## src/design/oh_regs.svh

```systemverilog
// register offsets, reset values and timing counts of the overhead port
// assumes a 12-bit apb byte address with word-aligned registers
`ifndef OH_REGS_SVH
`define OH_REGS_SVH

`define OH_CTRL_ADDR   12'h000
`define OH_CHEN_ADDR   12'h004
`define OH_STAT_ADDR   12'h008

`define OH_CTRL_RST    3'h0
`define OH_CHEN_RST    16'h0000

`define OH_BIT_LAST    3'h7
`define OH_FRAME_LAST  5'h17
`define OH_REF_LAST    4'hF
`define OH_STAT_PAD    14'h0000

`endif

```

## src/design/oh_pkg.sv

```systemverilog
// types and a helper used by the overhead port; its buffer uses none
// assumes nothing beyond a single pclk domain
`default_nettype none
package oh_pkg;

    typedef struct packed {
        logic fifo_bypass;
        logic clk_fp_en;
        logic serial_mode;
    } ctrl_t;

    typedef struct packed {
        logic [7:0] oh_en;
        logic [7:0] rx_en;
    } chen_t;

    typedef struct packed {
        logic [7:0] serial;
        logic [7:0] parallel;
    } prot_sel_t;

    // one pair select drives both channels of its pair
    function automatic logic [7:0] pair_expand(input logic [3:0] pair);
        pair_expand = {pair[3], pair[3], pair[2], pair[2],
                       pair[1], pair[1], pair[0], pair[0]};
    endfunction

endpackage
`default_nettype wire

```

## src/design/oh_pair_buffer.sv

```systemverilog
// two-entry valid/ready buffer for assembled overhead words
// assumes both sides on pclk; outputs come from registers
`default_nettype none
module oh_pair_buffer (
    // clock and reset
    input  wire logic        pclk,
    input  wire logic        presetn,
    // fill side
    input  wire logic        in_valid,
    output logic             in_ready,
    input  wire logic [63:0] in_data,
    // drain side
    output logic             out_valid,
    input  wire logic        out_ready,
    output logic [63:0]      out_data
);
    logic [63:0] tail_q;
    logic [1:0]  cnt_q;
    logic [1:0]  cnt_d;
    logic        push;
    logic        pop;

    assign push  = in_valid & in_ready;
    assign pop   = out_valid & out_ready;
    assign cnt_d = cnt_q + {1'b0, push} - {1'b0, pop};

    always_ff @(posedge pclk or negedge presetn) begin
        if (!presetn) begin
            cnt_q     <= 2'h0;
            in_ready  <= 1'b1;
            out_valid <= 1'b0;
        end else begin
            cnt_q     <= cnt_d;
            in_ready  <= (cnt_d != 2'h2);
            out_valid <= (cnt_d != 2'h0);
        end
    end

    // head is out_data, tail holds the second word
    always_ff @(posedge pclk or negedge presetn) begin
        if (!presetn) begin
            out_data <= 64'h0;
            tail_q   <= 64'h0;
        end else begin
            if (pop && cnt_q == 2'h2)
                out_data <= tail_q;
            else if (push && (cnt_q == 2'h0 || (pop && cnt_q == 2'h1)))
                out_data <= in_data;
            if (push && (cnt_q == 2'h2 || (cnt_q == 2'h1 && !pop)))
                tail_q <= in_data;
        end
    end

    no_overflow_a: assert property (@(posedge pclk) disable iff (!presetn)
        cnt_q != 2'h3) else $error("pair buffer count out of range");
endmodule // oh_pair_buffer
`default_nettype wire

```

## src/design/sonet_oh_port.sv

```systemverilog
// serial overhead link, channel status mirrors and protect selects
// assumes an apb master on pclk; all pin inputs are asynchronous
//
// Local design decisions: the APB register port and the placing of the registers.
`include "oh_regs.svh"
`default_nettype none

// Functional notes
// - with alignment bypassed, channel output strobes follow that channel's recovered clock
// - serial overhead ins and outs act only in serial overhead mode
// - each channel shifts its inserted overhead in on its own serial input
// - each channel shifts its extracted overhead out on its own serial output
// - receive overhead frame pulse lasts exactly one clock cycle at frame boundary
// - rx overhead clock enable status equals the clock and frame pulse bit
// - link clock active reads high while the link runs: serial mode, clock enable bit and tx clock enable all set
// - per-channel status mirrors that channel's receive data enable setting
// - per-channel status mirrors that channel's overhead enable setting
// - four parallel selects each switch both channels of one pair
// - eight serial selects each pick work or protect for one channel
module sonet_oh_port
    import oh_pkg::*;
(
    // apb slave
    input  wire logic        pclk,
    input  wire logic        presetn,
    input  wire logic        psel,
    input  wire logic        penable,
    input  wire logic        pwrite,
    input  wire logic [11:0] paddr,
    input  wire logic [31:0] pwdata,
    output logic [31:0]      prdata,
    output logic             pready,
    output logic             pslverr,
    // overhead link pins
    input  wire logic        overhead_processor_clock,
    input  wire logic        tx_overhead_clock_enable,
    input  wire logic [7:0]  overhead_serial_in,
    output logic [7:0]       overhead_serial_out,
    output logic             rx_overhead_frame_pulse,
    output logic             rx_overhead_clock_enable_status,
    output logic             overhead_link_clock_active,
    output logic             overhead_in_ready,
    // core side overhead words
    input  wire logic [63:0] extract_data,
    output logic             extract_take,
    output logic [63:0]      insert_data,
    output logic             insert_valid,
    input  wire logic        insert_ready,
    // channel clocks and status
    input  wire logic [7:0]  recovered_channel_clock,
    output logic [7:0]       channel_byte_strobe,
    output logic [7:0]       rx_data_enable_status,
    output logic [7:0]       overhead_channel_enable_status,
    // protection selects
    input  wire logic        parallel_protect_select_pair0,
    input  wire logic        parallel_protect_select_pair1,
    input  wire logic        parallel_protect_select_pair2,
    input  wire logic        parallel_protect_select_pair3,
    input  wire logic [7:0]  serial_protect_select_channel,
    output logic [7:0]       parallel_protect_active,
    output logic [7:0]       serial_protect_active
);
    // configuration
    ctrl_t       ctrl_q;
    chen_t       chen_q;
    // pin synchronisers
    logic [29:0] pin_s1_q;
    logic [29:0] pin_s2_q;
    logic [29:0] pin_raw;
    logic        lk_s;
    logic        txen_s;
    logic [7:0]  ser_in_s;
    logic [3:0]  par_s;
    logic [7:0]  ser_sel_s;
    logic [7:0]  rec_s;
    logic        lk_prev_q;
    logic [7:0]  rec_prev_q;
    // link counters and shifters
    logic [2:0]  bit_cnt_q;
    logic [4:0]  byte_cnt_q;
    logic [3:0]  ref_cnt_q;
    logic [7:0][7:0] ins_sh_q;
    logic [7:0][7:0] ext_sh_q;
    logic [7:0][7:0] ins_next;
    logic [7:0][7:0] ext_next;
    logic [63:0] push_data;
    logic [7:0]  ser_out_d;
    logic [7:0]  strobe_d;
    logic        buf_in_ready;
    // decode wires
    logic        run;
    logic        lk_rise;
    logic        bit_step;
    logic        byte_done;
    logic        frame_done;
    logic        ref_tick;
    logic        setup_ph;
    logic        wr_acc;
    logic        sel_ctrl;
    logic        sel_chen;
    logic        sel_stat;
    logic        mapped;
    logic [31:0] rd_mux;
    prot_sel_t   prot;

    // pin synchronisation, two flops for every pin
    assign pin_raw = {overhead_processor_clock, tx_overhead_clock_enable,
                      overhead_serial_in,
                      parallel_protect_select_pair3, parallel_protect_select_pair2,
                      parallel_protect_select_pair1, parallel_protect_select_pair0,
                      serial_protect_select_channel, recovered_channel_clock};
    assign lk_s      = pin_s2_q[29];
    assign txen_s    = pin_s2_q[28];
    assign ser_in_s  = pin_s2_q[27:20];
    assign par_s     = pin_s2_q[19:16];
    assign ser_sel_s = pin_s2_q[15:8];
    assign rec_s     = pin_s2_q[7:0];

    always_ff @(posedge pclk or negedge presetn) begin
        if (!presetn) begin
            pin_s1_q   <= 30'h0;
            pin_s2_q   <= 30'h0;
            lk_prev_q  <= 1'b0;
            rec_prev_q <= 8'h00;
        end else begin
            pin_s1_q   <= pin_raw;
            pin_s2_q   <= pin_s1_q;
            lk_prev_q  <= lk_s;
            rec_prev_q <= rec_s;
        end
    end

    // apb decode
    assign setup_ph = psel & ~penable;
    assign wr_acc   = psel & penable & pready & pwrite;
    assign sel_ctrl = (paddr == `OH_CTRL_ADDR);
    assign sel_chen = (paddr == `OH_CHEN_ADDR);
    assign sel_stat = (paddr == `OH_STAT_ADDR);
    assign mapped   = sel_ctrl | sel_chen | sel_stat;
    assign prot     = '{serial: serial_protect_active, parallel: parallel_protect_active};
    assign rd_mux   = sel_ctrl ? {29'h0, ctrl_q} :
                      sel_chen ? {16'h0, chen_q} :
                      sel_stat ? {`OH_STAT_PAD, overhead_link_clock_active,
                                  ~buf_in_ready, prot} : 32'h0;

    // zero-wait answer in the access phase
    always_ff @(posedge pclk or negedge presetn) begin
        if (!presetn) begin
            pready  <= 1'b0;
            pslverr <= 1'b0;
            prdata  <= 32'h0;
        end else begin
            pready  <= setup_ph;
            pslverr <= setup_ph & ~mapped;
            prdata  <= (setup_ph && !pwrite) ? rd_mux : 32'h0;
        end
    end

    always_ff @(posedge pclk or negedge presetn) begin
        if (!presetn) begin
            ctrl_q <= `OH_CTRL_RST;
            chen_q <= `OH_CHEN_RST;
        end else begin
            if (wr_acc && sel_ctrl)
                ctrl_q <= pwdata[2:0];
            if (wr_acc && sel_chen)
                chen_q <= pwdata[15:0];
        end
    end

    // link runs only in serial mode with clocks enabled
    assign run        = ctrl_q.serial_mode & ctrl_q.clk_fp_en & txen_s;
    assign lk_rise    = lk_s & ~lk_prev_q;
    assign bit_step   = run & lk_rise;
    assign byte_done  = bit_step & (bit_cnt_q == `OH_BIT_LAST);
    assign frame_done = byte_done & (byte_cnt_q == `OH_FRAME_LAST);
    assign ref_tick   = (ref_cnt_q == `OH_REF_LAST);

    always_ff @(posedge pclk or negedge presetn) begin
        if (!presetn) begin
            bit_cnt_q  <= 3'h0;
            byte_cnt_q <= 5'h00;
        end else if (!run) begin
            bit_cnt_q  <= 3'h0;
            byte_cnt_q <= 5'h00;
        end else if (bit_step) begin
            bit_cnt_q  <= bit_cnt_q + 3'h1;
            if (byte_done)
                byte_cnt_q <= frame_done ? 5'h00 : byte_cnt_q + 5'h01;
        end
    end

    always_ff @(posedge pclk or negedge presetn) begin
        if (!presetn)
            ref_cnt_q <= 4'h0;
        else
            ref_cnt_q <= ref_cnt_q + 4'h1;
    end

    // per-channel shifters and output strobes
    genvar g;
    generate
        for (g = 0; g < 8; g++) begin : g_ch
            assign ins_next[g]  = {ins_sh_q[g][6:0], ser_in_s[g]};
            assign ext_next[g]  = byte_done ? extract_data[8*g +: 8]
                                            : {ext_sh_q[g][6:0], 1'b0};
            assign push_data[8*g +: 8] = chen_q.oh_en[g] ? ins_next[g] : 8'h00;
            assign ser_out_d[g] = run & chen_q.oh_en[g] & ext_next[g][7];
            assign strobe_d[g]  = chen_q.rx_en[g] &
                                  (ctrl_q.fifo_bypass ? (rec_s[g] & ~rec_prev_q[g])
                                                      : ref_tick);

            always_ff @(posedge pclk or negedge presetn) begin
                if (!presetn) begin
                    ins_sh_q[g] <= 8'h00;
                    ext_sh_q[g] <= 8'h00;
                end else if (bit_step) begin
                    ins_sh_q[g] <= ins_next[g];
                    ext_sh_q[g] <= ext_next[g];
                end
            end
        end
    endgenerate

    // assembled words wait here until the core takes them
    oh_pair_buffer u_buf (
        .pclk      (pclk),
        .presetn   (presetn),
        .in_valid  (byte_done),
        .in_ready  (buf_in_ready),
        .in_data   (push_data),
        .out_valid (insert_valid),
        .out_ready (insert_ready),
        .out_data  (insert_data)
    );

    // registered link and status outputs
    always_ff @(posedge pclk or negedge presetn) begin
        if (!presetn) begin
            overhead_serial_out             <= 8'h00;
            rx_overhead_frame_pulse         <= 1'b0;
            rx_overhead_clock_enable_status <= 1'b0;
            overhead_link_clock_active      <= 1'b0;
            overhead_in_ready               <= 1'b0;
            extract_take                    <= 1'b0;
            channel_byte_strobe             <= 8'h00;
        end else begin
            if (bit_step || !run)
                overhead_serial_out <= ser_out_d;
            rx_overhead_frame_pulse         <= frame_done;
            rx_overhead_clock_enable_status <= ctrl_q.clk_fp_en;
            overhead_link_clock_active      <= run;
            overhead_in_ready               <= buf_in_ready;
            extract_take                    <= byte_done;
            channel_byte_strobe             <= strobe_d;
        end
    end

    always_ff @(posedge pclk or negedge presetn) begin
        if (!presetn) begin
            rx_data_enable_status          <= 8'h00;
            overhead_channel_enable_status <= 8'h00;
            parallel_protect_active        <= 8'h00;
            serial_protect_active          <= 8'h00;
        end else begin
            rx_data_enable_status          <= chen_q.rx_en;
            overhead_channel_enable_status <= chen_q.oh_en;
            parallel_protect_active        <= pair_expand(par_s);
            serial_protect_active          <= ser_sel_s;
        end
    end

    // checks
    frame_pulse_one_a: assert property (@(posedge pclk) disable iff (!presetn)
        rx_overhead_frame_pulse |=> !rx_overhead_frame_pulse)
        else $error("frame pulse longer than one cycle");

    clock_status_bit_a: assert property (@(posedge pclk) disable iff (!presetn)
        ##1 rx_overhead_clock_enable_status == $past(ctrl_q.clk_fp_en))
        else $error("clock enable status differs from control bit");

    link_active_run_a: assert property (@(posedge pclk) disable iff (!presetn)
        $rose(run) |=> overhead_link_clock_active)
        else $error("link active missing while link runs");

    rx_enable_mirror_a: assert property (@(posedge pclk) disable iff (!presetn)
        $changed(chen_q.rx_en) |=> rx_data_enable_status == $past(chen_q.rx_en))
        else $error("receive enable status not mirrored");

    oh_enable_mirror_a: assert property (@(posedge pclk) disable iff (!presetn)
        ##1 overhead_channel_enable_status == $past(chen_q.oh_en))
        else $error("overhead enable status not mirrored");

    pair_select_both_a: assert property (@(posedge pclk) disable iff (!presetn)
        parallel_protect_active == pair_expand(parallel_protect_active[6:0] == 7'h0 ?
        {3'h0, parallel_protect_active[0]} :
        {parallel_protect_active[6], parallel_protect_active[4],
         parallel_protect_active[2], parallel_protect_active[0]}))
        else $error("pair channels selected apart");

    serial_select_ch_a: assert property (@(posedge pclk) disable iff (!presetn)
        ##1 serial_protect_active == $past(ser_sel_s))
        else $error("serial select not per channel");

    mode_gate_out_a: assert property (@(posedge pclk) disable iff (!presetn)
        !ctrl_q.serial_mode ##1 !ctrl_q.serial_mode |-> overhead_serial_out == 8'h00)
        else $error("serial output active outside serial mode");

    shift_in_bit_a: assert property (@(posedge pclk) disable iff (!presetn)
        bit_step |=> ins_sh_q[0][0] == $past(ser_in_s[0]))
        else $error("inserted bit not shifted in");

    bypass_strobe_a: assert property (@(posedge pclk) disable iff (!presetn)
        ctrl_q.fifo_bypass && chen_q.rx_en[0] && rec_s[0] && !rec_prev_q[0]
        |=> channel_byte_strobe[0])
        else $error("bypass strobe not on recovered clock edge");

    frame_seen_c: cover property (@(posedge pclk) disable iff (!presetn)
        rx_overhead_frame_pulse);
    buffer_full_c: cover property (@(posedge pclk) disable iff (!presetn)
        !overhead_in_ready && run);
    bypass_used_c: cover property (@(posedge pclk) disable iff (!presetn)
        ctrl_q.fifo_bypass && |channel_byte_strobe);
endmodule // sonet_oh_port
`default_nettype wire

```

## config.mk

```make
export PLATFORM = sky130hd
export DESIGN_NAME = sonet_oh_port
export DESIGN_NICKNAME = d
export VERILOG_FILES = /design/src/design/oh_pkg.sv /design/src/design/oh_pair_buffer.sv /design/src/design/sonet_oh_port.sv
export VERILOG_INCLUDE_DIRS = /design/src /design/src/design
export SDC_FILE = /design/constraint.sdc
export NUM_CORES = 1
export LEC_CHECK = 0
export ABC_CLOCK_PERIOD_IN_PS = 6500
export BUFFER_PORTS_ARGS = -buffer_cell sky130_fd_sc_hd__buf_2
export CAP_MARGIN = 0
export CORE_ASPECT_RATIO = 0.5
export CORE_UTILIZATION = 40
export CTS_BUF_LIST = sky130_fd_sc_hd__clkbuf_8
export CTS_CLUSTER_SIZE = 10
export DETAILED_ROUTE_END_ITERATION = 8
export PLACE_DENSITY = 0.61
export SYNTH_ARGS = -nofsm -noshare
export SYNTH_HDL_FRONTEND = slang
export SYNTH_SLANG_ARGS = --single-unit
```

## constraint.sdc

```tcl
create_clock -name pclk -period 6.5 [get_ports pclk]
set_input_delay 0.65 -clock pclk [delete_from_list [all_inputs] [get_ports pclk]]
set_output_delay 0.65 -clock pclk [all_outputs]
set_load 0.02 [all_outputs]
```

==> results of run 1 <==
## routing by layer
layer / vias to the layer above / global-route usage / part of all wire
met4: 0 / 0.0554 / 0.021
met3: 56 / 0.0342 / 0.035
met5: - / 0 / 0
met1: 4966 / 0.212 / 0.42
li1: 4493 / - / -
met2: 147 / 0.293 / 0.52
## cell usage in the layout, fill, tap and decap left out, types with 3 or more instances in the layout
cell	instances
ha_1	5
mux2i_1	49
xor2_1	3
nand2_1	77
mux2_1	10
a22oi_1	9
buf_4	7
mux2_2	265
o21ai_0	61
buf_2	264
xnor2_1	3
a221oi_1	3
a21oi_1	19
nand2b_1	3
nand3_1	12
clkinv_2	7
and2_1	67
conb_1	14
a22o_1	8
dfrtp_1	412
inv_1	39
nor2_1	14
clkbuf_8	79
diode_2	3
and3_1	10
## sequential cells by signal (all words and copies together), names as in the netlist, 4 cells and up
register and flops:
pin_s2_q 30, ref_cnt_q 4, parallel_protect_active 4, pin_s1_q 30, channel_byte_strobe 8, chen_q 16, ext_sh_q 56, overhead_channel_enable_status 8
prdata 18, u_buf.out_data 64, ins_next 56, u_buf.tail_q 64, rec_prev_q 8, overhead_serial_out 8, byte_cnt_q 5, serial_protect_active 8
rx_data_enable_status 8
## report_power, final
part	internal [mW]	leakage, nW	switching, mW
clock network	1.16	0.740	0.990
registers	2.61	5.31	0.0208
logic	0.123	3.98	0.203
total	3.90	10.0	1.21
## final timing paths
kind / from / end / slack [ps]
worst max-delay path: bit_cnt_q[0] / u_buf.out_data[44] / 2710
min in group pclk: overhead_serial_in[6] / pin_s1_q[26] / 140
worst min-delay path: presetn / pin_s1_q[5] / 80
worst min register to register: pin_s1_q[6] / pin_s2_q[6] / 350
max in group asynchronous: presetn / ext_sh_q[43] / 4900
worst max register to register: bit_cnt_q[0] / u_buf.out_data[44] / 2710
## Yosys cell counts (2+ instances only)
cell      instances
a22o_1            8
dfrtp_1         412
mux2i_1          49
nor2_1           14
a21oi_1          19
and4_1            2
buf_1             6
nor3b_1           2
o21ai_0          61
and3_1           11
inv_1            18
nor4_1            2
clkbuf_1         22
a221oi_1          3
nand2b_1          3
buf_4            18
buf_2            25
nand2_2           2
a22oi_1           9
nand3_1          12
mux2_1           10
or2_2             2
xnor2_1           3
nand2_1          78
mux2_2          265
buf_6             7
xor2_1            3
ha_1              6
and2_1           67
## cell type report
cell class                 instances  area [um^2]  share of cell area
clock buffer                      79         1090              0.0566
tap                              530          663              0.0345
sequential                       413        10300               0.538
antenna                            3         7.51            0.000391
clock inverter                    32          190             0.00990
multi-input combinational        657         5450               0.284
timing repair buffer             273         1410              0.0733
inverter                          19         71.3             0.00371
## kinds of logic after synthesis
kind of cell | Yosys count | synth area share
xor+xnor | 6 | 0.00324
flops | 413 | 0.637
compound gates | 102 | 0.0367
simple gates | 205 | 0.0657
fa+ha+maj | 6 | 0.00462
other cells | 1 | 0.000231
buf+inv | 97 | 0.0318
mux | 324 | 0.221
## metrics by stage
| stage | setup slack, ps | utilization |
|---|---|---|
| finish | 2710 | 0.487 |
| global route | 2440 | 0.487 |
| CTS | 2590 | 0.487 |
| detailed placement | 2600 | 0.455 |
| global placement | 2680 | 0.455 |
| floorplan | 4260 | - |
==> impl_metrics.csv, run 1 <==
group,metric,value,unit
global_route,grt_max_degree,160,
sta,drv_slew,0,
pwr,power_density,266,mW/mm^2
worst_setup_path,critical_path_buf_inv_count,1,
final_layout,final_area,0.0192,mm^2
sta,worst_clock_skew,11.2,ps
pwr,peakVddDrop,0.000115,V
worst_setup_path,critPathLaunchType,"flop",
sta,tns,0,ps
clocking,cts-root-buf,"clkbuf_8",
sta,post-route-period-util,0.583,
global_route,grt.total_usage,0.169,
die,initial_utilization,0.412,
die,die-width,287,um
clocking,post_cts_resized,0,
placement,dpl.cell_count,1892,
logic_synthesis,yosysSeqAreaShare,0.637,
routing,drt-total-wl,34800,um
logic_synthesis,yosysTopAreaCellShare,0.635,
final_layout,area_delta_synth_final,18.4,%
final_layout,nFillCells,3514,
sta,setup_viol,0,
sta,hold_viol,0,
pwr,finalPower,5.11,mW
final_layout,nNetsFinal,1573,
logic_synthesis,synth_ff_type,"dfrtp_1",
sta,period_needed,3790,ps
die,ios,296,
routing,first_pass_iters,4,
placement,placed_area,0.0179,mm^2
placement,place.detailed.hpwl,23100,um
die,rows,51,
worst_setup_path,worstSetupPathType,"flop to flop",
logic_synthesis,syn_area,0.0162,mm^2
logic_synthesis,synthArstFlopShare,1.00,
sta,hold_ws,77.1,ps
worst_setup_path,cp_top_family,"compound AO/OA/AOI/OAI gates",
die,die_h,144,um
clocking,cts_buffers,59,
logic_synthesis,netlist_instances,1154,
logic_synthesis,synth_area_leader_cell,"dfrtp_1",
clocking,cts_max_level,2,
clocking,tritoncts,"done",
clocking,cts_hold_buf,0,
worst_setup_path,path_depth,7,
clocking,clk_latency,620,ps
global_route,grt_pass1_vias,10100,
routing,drc_errors,0,
routing,vias_per_cell,4.82,
sta,relSlewSlack,0.192,
placement,place_congestion,0.836,
worst_setup_path,crit_fanout,58,
logic_synthesis,yosys-top-cells-area,"dfrtp_1, mux2_2, mux2i_1",
worst_setup_path,critical_path.max_stage_delay,980,ps
worst_setup_path,arrival,4290,ps
worst_setup_path,crit_required,7000,ps
global_route,grt_first_pass_wirelength,54800,um
logic_synthesis,synth_area_per_cell,14.1,um^2
logic_synthesis,yosysUniqueCellTypes,44,
global_route,antenna_found_initial,3,
die,core,0.0394,mm^2
routing,vias,9662,
worst_hold_path,min_path_type,"input pin to async pin",
sta,max_freq,264,MHz
worst_setup_path,critPathCaptureType,"flop",
final_layout,layout-drive-gt1-share,0.436,
clocking,clock_sinks,413,
logic_synthesis,ys_seq_elements,413,
sta,rsz0062_at_grt,"false",
sta,worst_pin_slew,1210,ps
routing,ant_nets,0,
placement,io_buffer_count,265,
routing,wl_per_cell,17.3,um
clocking,clock_path_buffers,3,
logic_synthesis,ys_warn_count,0,
worst_setup_path,worst_path_max_delay_cell,"a31oi_4",
logic_synthesis,synth_edf_count,0,
global_route,grt_overflow,0,
die,dieArea,0.0414,mm^2
final_layout,final_cells,2006,
clocking,post_cts_buffers,0,
worst_setup_path,crit_chain,"ha_1, ha_4, and3b_1, and3_1, a31oi_4, buf_4, mux2_2",
job,drv_cap,0,
clocking,cts.clk_slew.worst_paths,70,ps
worst_setup_path,reg2reg_depth,7,
pwr,leakage,10.0,nW
status,outcome,"complete, no violations",
routing,drt_iter0_markers,535,
(Power assumes the default switching activity.)
==> run 2: changes to the inputs <==
ABC_CLOCK_PERIOD_IN_PS = 3740   (was 6500)
clock period = 3.74 ns   (was 6.5 ns; I/O delays follow)
==> run 2 against run 1 <==
  * Register-to-register slack worse by 1700 ps
  * Critical path depth down 1
  * Non-clock buffer count is 68 higher
  * Sequential share of layout area decreased by 1.8 points
==> impl_metrics.csv, run 2 (synthesis gave the netlist of run 1 again) <==
group,metric,value,unit
status,outcome,"complete, no violations",
pwr,combinationalPowerShare,0.072,
placement,place_congestion,0.858,
die,rows,51,
clocking,clock_sinks,413,
clocking,cts_buffers,58,
clocking,cts_max_level,2,
routing,drt-total-wl,35500,um
pwr,p_int,6.74,mW
clocking,post_cts_resized,0,
global_route,grt_max_degree,161,
final_layout,nFillCells,3444,
pwr,peakVddDrop,0.000309,V
routing,first_pass_iters,9,
sta,worst_clock_skew,22.7,ps
sta,worst_pin_slew,941,ps
die,ios,296,
pwr,pwr-share-seq,0.518,
placement,place.detailed.hpwl,23500,um
placement,io_buffer_count,265,
clocking,clock_path_buffers,3,
global_route,grt_pass1_vias,10500,
worst_hold_path,min_path_type,"input pin to flop",
die,die-width,287,um
pwr,leakage,10.3,nW
clocking,cts_hold_buf,58,
global_route,grt_first_pass_wirelength,56900,um
clocking,post_cts_buffers,0,
routing,wl_per_cell,17.1,um
final_layout,top_regs,"u_buf.out_data (64), u_buf.tail_q (64)",
worst_setup_path,critPathLaunchType,"flop",
clocking,cts.clk_slew.worst_paths,60,ps
die,dieArea,0.0414,mm^2
final_layout,fin_util,0.505,
sta,relSlewSlack,0.373,
routing,vias,9860,
worst_setup_path,arrival,3220,ps
placement,dp_slack,881,ps
final_layout,area_delta_synth_final,22.6,%
die,core,0.0394,mm^2
sta,tns,0,ps
final_layout,layout_commonest_cell,"dfrtp_1",
pwr,power.clock.fraction,0.410,
worst_setup_path,crit_fanout,57,
die,die_h,144,um
pwr,swShare,0.238,
clocking,tritoncts,"done",
final_layout,layout_common_cells,"dfrtp_1, mux2_2, buf_2",
sta,drv_slew,0,
sta,hold_ws,65.5,ps
routing,vias_per_cell,4.76,
worst_setup_path,critPathCaptureType,"flop",
sta,rsz0062_at_grt,"false",
routing,drc_errors,0,
pwr,switchingPower,2.10,mW
final_layout,nNetsFinal,1640,
clocking,clk_latency,620,ps
worst_setup_path,worstSetupPathType,"flop to flop",
routing,drt_iter0_markers,482,
die,initial_utilization,0.412,
clocking,cts-root-buf,"clkbuf_8",
sta,setup_viol,0,
job,drv_cap,0,
sta,max_freq,369,MHz
sta,period_needed,2710,ps
sta,setup_ws,1030,ps
global_route,grt_overflow,0,
routing,ant_nets,0,
sta,hold_viol,0,
sta,post-route-period-util,0.725,
pwr,power_density,444,mW/mm^2
global_route,grt.total_usage,0.175,
worst_setup_path,crit_required,4250,ps
global_route,antenna_found_initial,3,
final_layout,layout-drive-gt1-share,0.423,
-- run 2: layout make-up --
cell class / instances / area (um^2) / area share
clock inverters: 28 / 150 / 0.00755
multi-input cells: 657 / 5450 / 0.274
repair buffers: 341 / 2140 / 0.108
well taps: 530 / 663 / 0.0333
inverters: 19 / 71.3 / 0.00358
flip-flops and latches: 413 / 10300 / 0.520
clock buffers: 78 / 1070 / 0.0540
diodes: 4 / 10.0 / 0.000503
-- run 2: metal layers --
| metal | GRT usage | vias up | wire length [um] |
|---|---|---|---|
| met3 | 0.0320 | 65 | 1190 |
| met1 | 0.219 | 5003 | 15000 |
| met2 | 0.305 | 166 | 18400 |
| li1 | - | 4626 | - |
| met5 | 0 | - | 0 |
| met4 | 0.0658 | 0 | 854 |
-- run 2: power groups by stage --
stage | sequential [mW] | combinational [mW] | clock (mW)
after floorplan | 4.67 | 0.348 | 0
after global placement | 4.66 | 0.590 | 0
after detailed placement | 4.66 | 0.603 | 0
after CTS | 4.58 | 0.657 | 3.75
after global routing | 4.58 | 0.707 | 3.97
final | 4.58 | 0.640 | 3.62
-- run 2: final timing paths --
path / start / depth (start not counted) / slack, ps / end
max in group asynchronous: presetn / 3 / 2280 / ins_next[45]
hold reg to reg: pin_s2_q[11] / 0 / 350 / serial_protect_active[3]
setup reg to reg: bit_cnt_q[0] / 6 / 1030 / byte_cnt_q[4]
setup / recovery: bit_cnt_q[0] / 6 / 1030 / byte_cnt_q[4]
hold / removal: extract_data[54] / 3 / 70 / ext_sh_q[54]
min in group asynchronous: presetn / 2 / 450 / rec_prev_q[7]
-- run 2: critical path: stages, from the launching register on --
cell	delay, ps
dfrtp_1	360
ha_1	200
ha_4	130
buf_4	700
nand2_1	340
or4b_2	720
a21oi_1	140
-- run 2: metrics by stage --
stage,instances,area [um^2],power [mW]
final,2070,19900,8.84
after global routing,2069,19900,9.26
after global placement,1902,18100,5.25
after floorplan,1167,16300,5.02
after detailed placement,1902,18100,5.26
after CTS,2066,19900,8.98
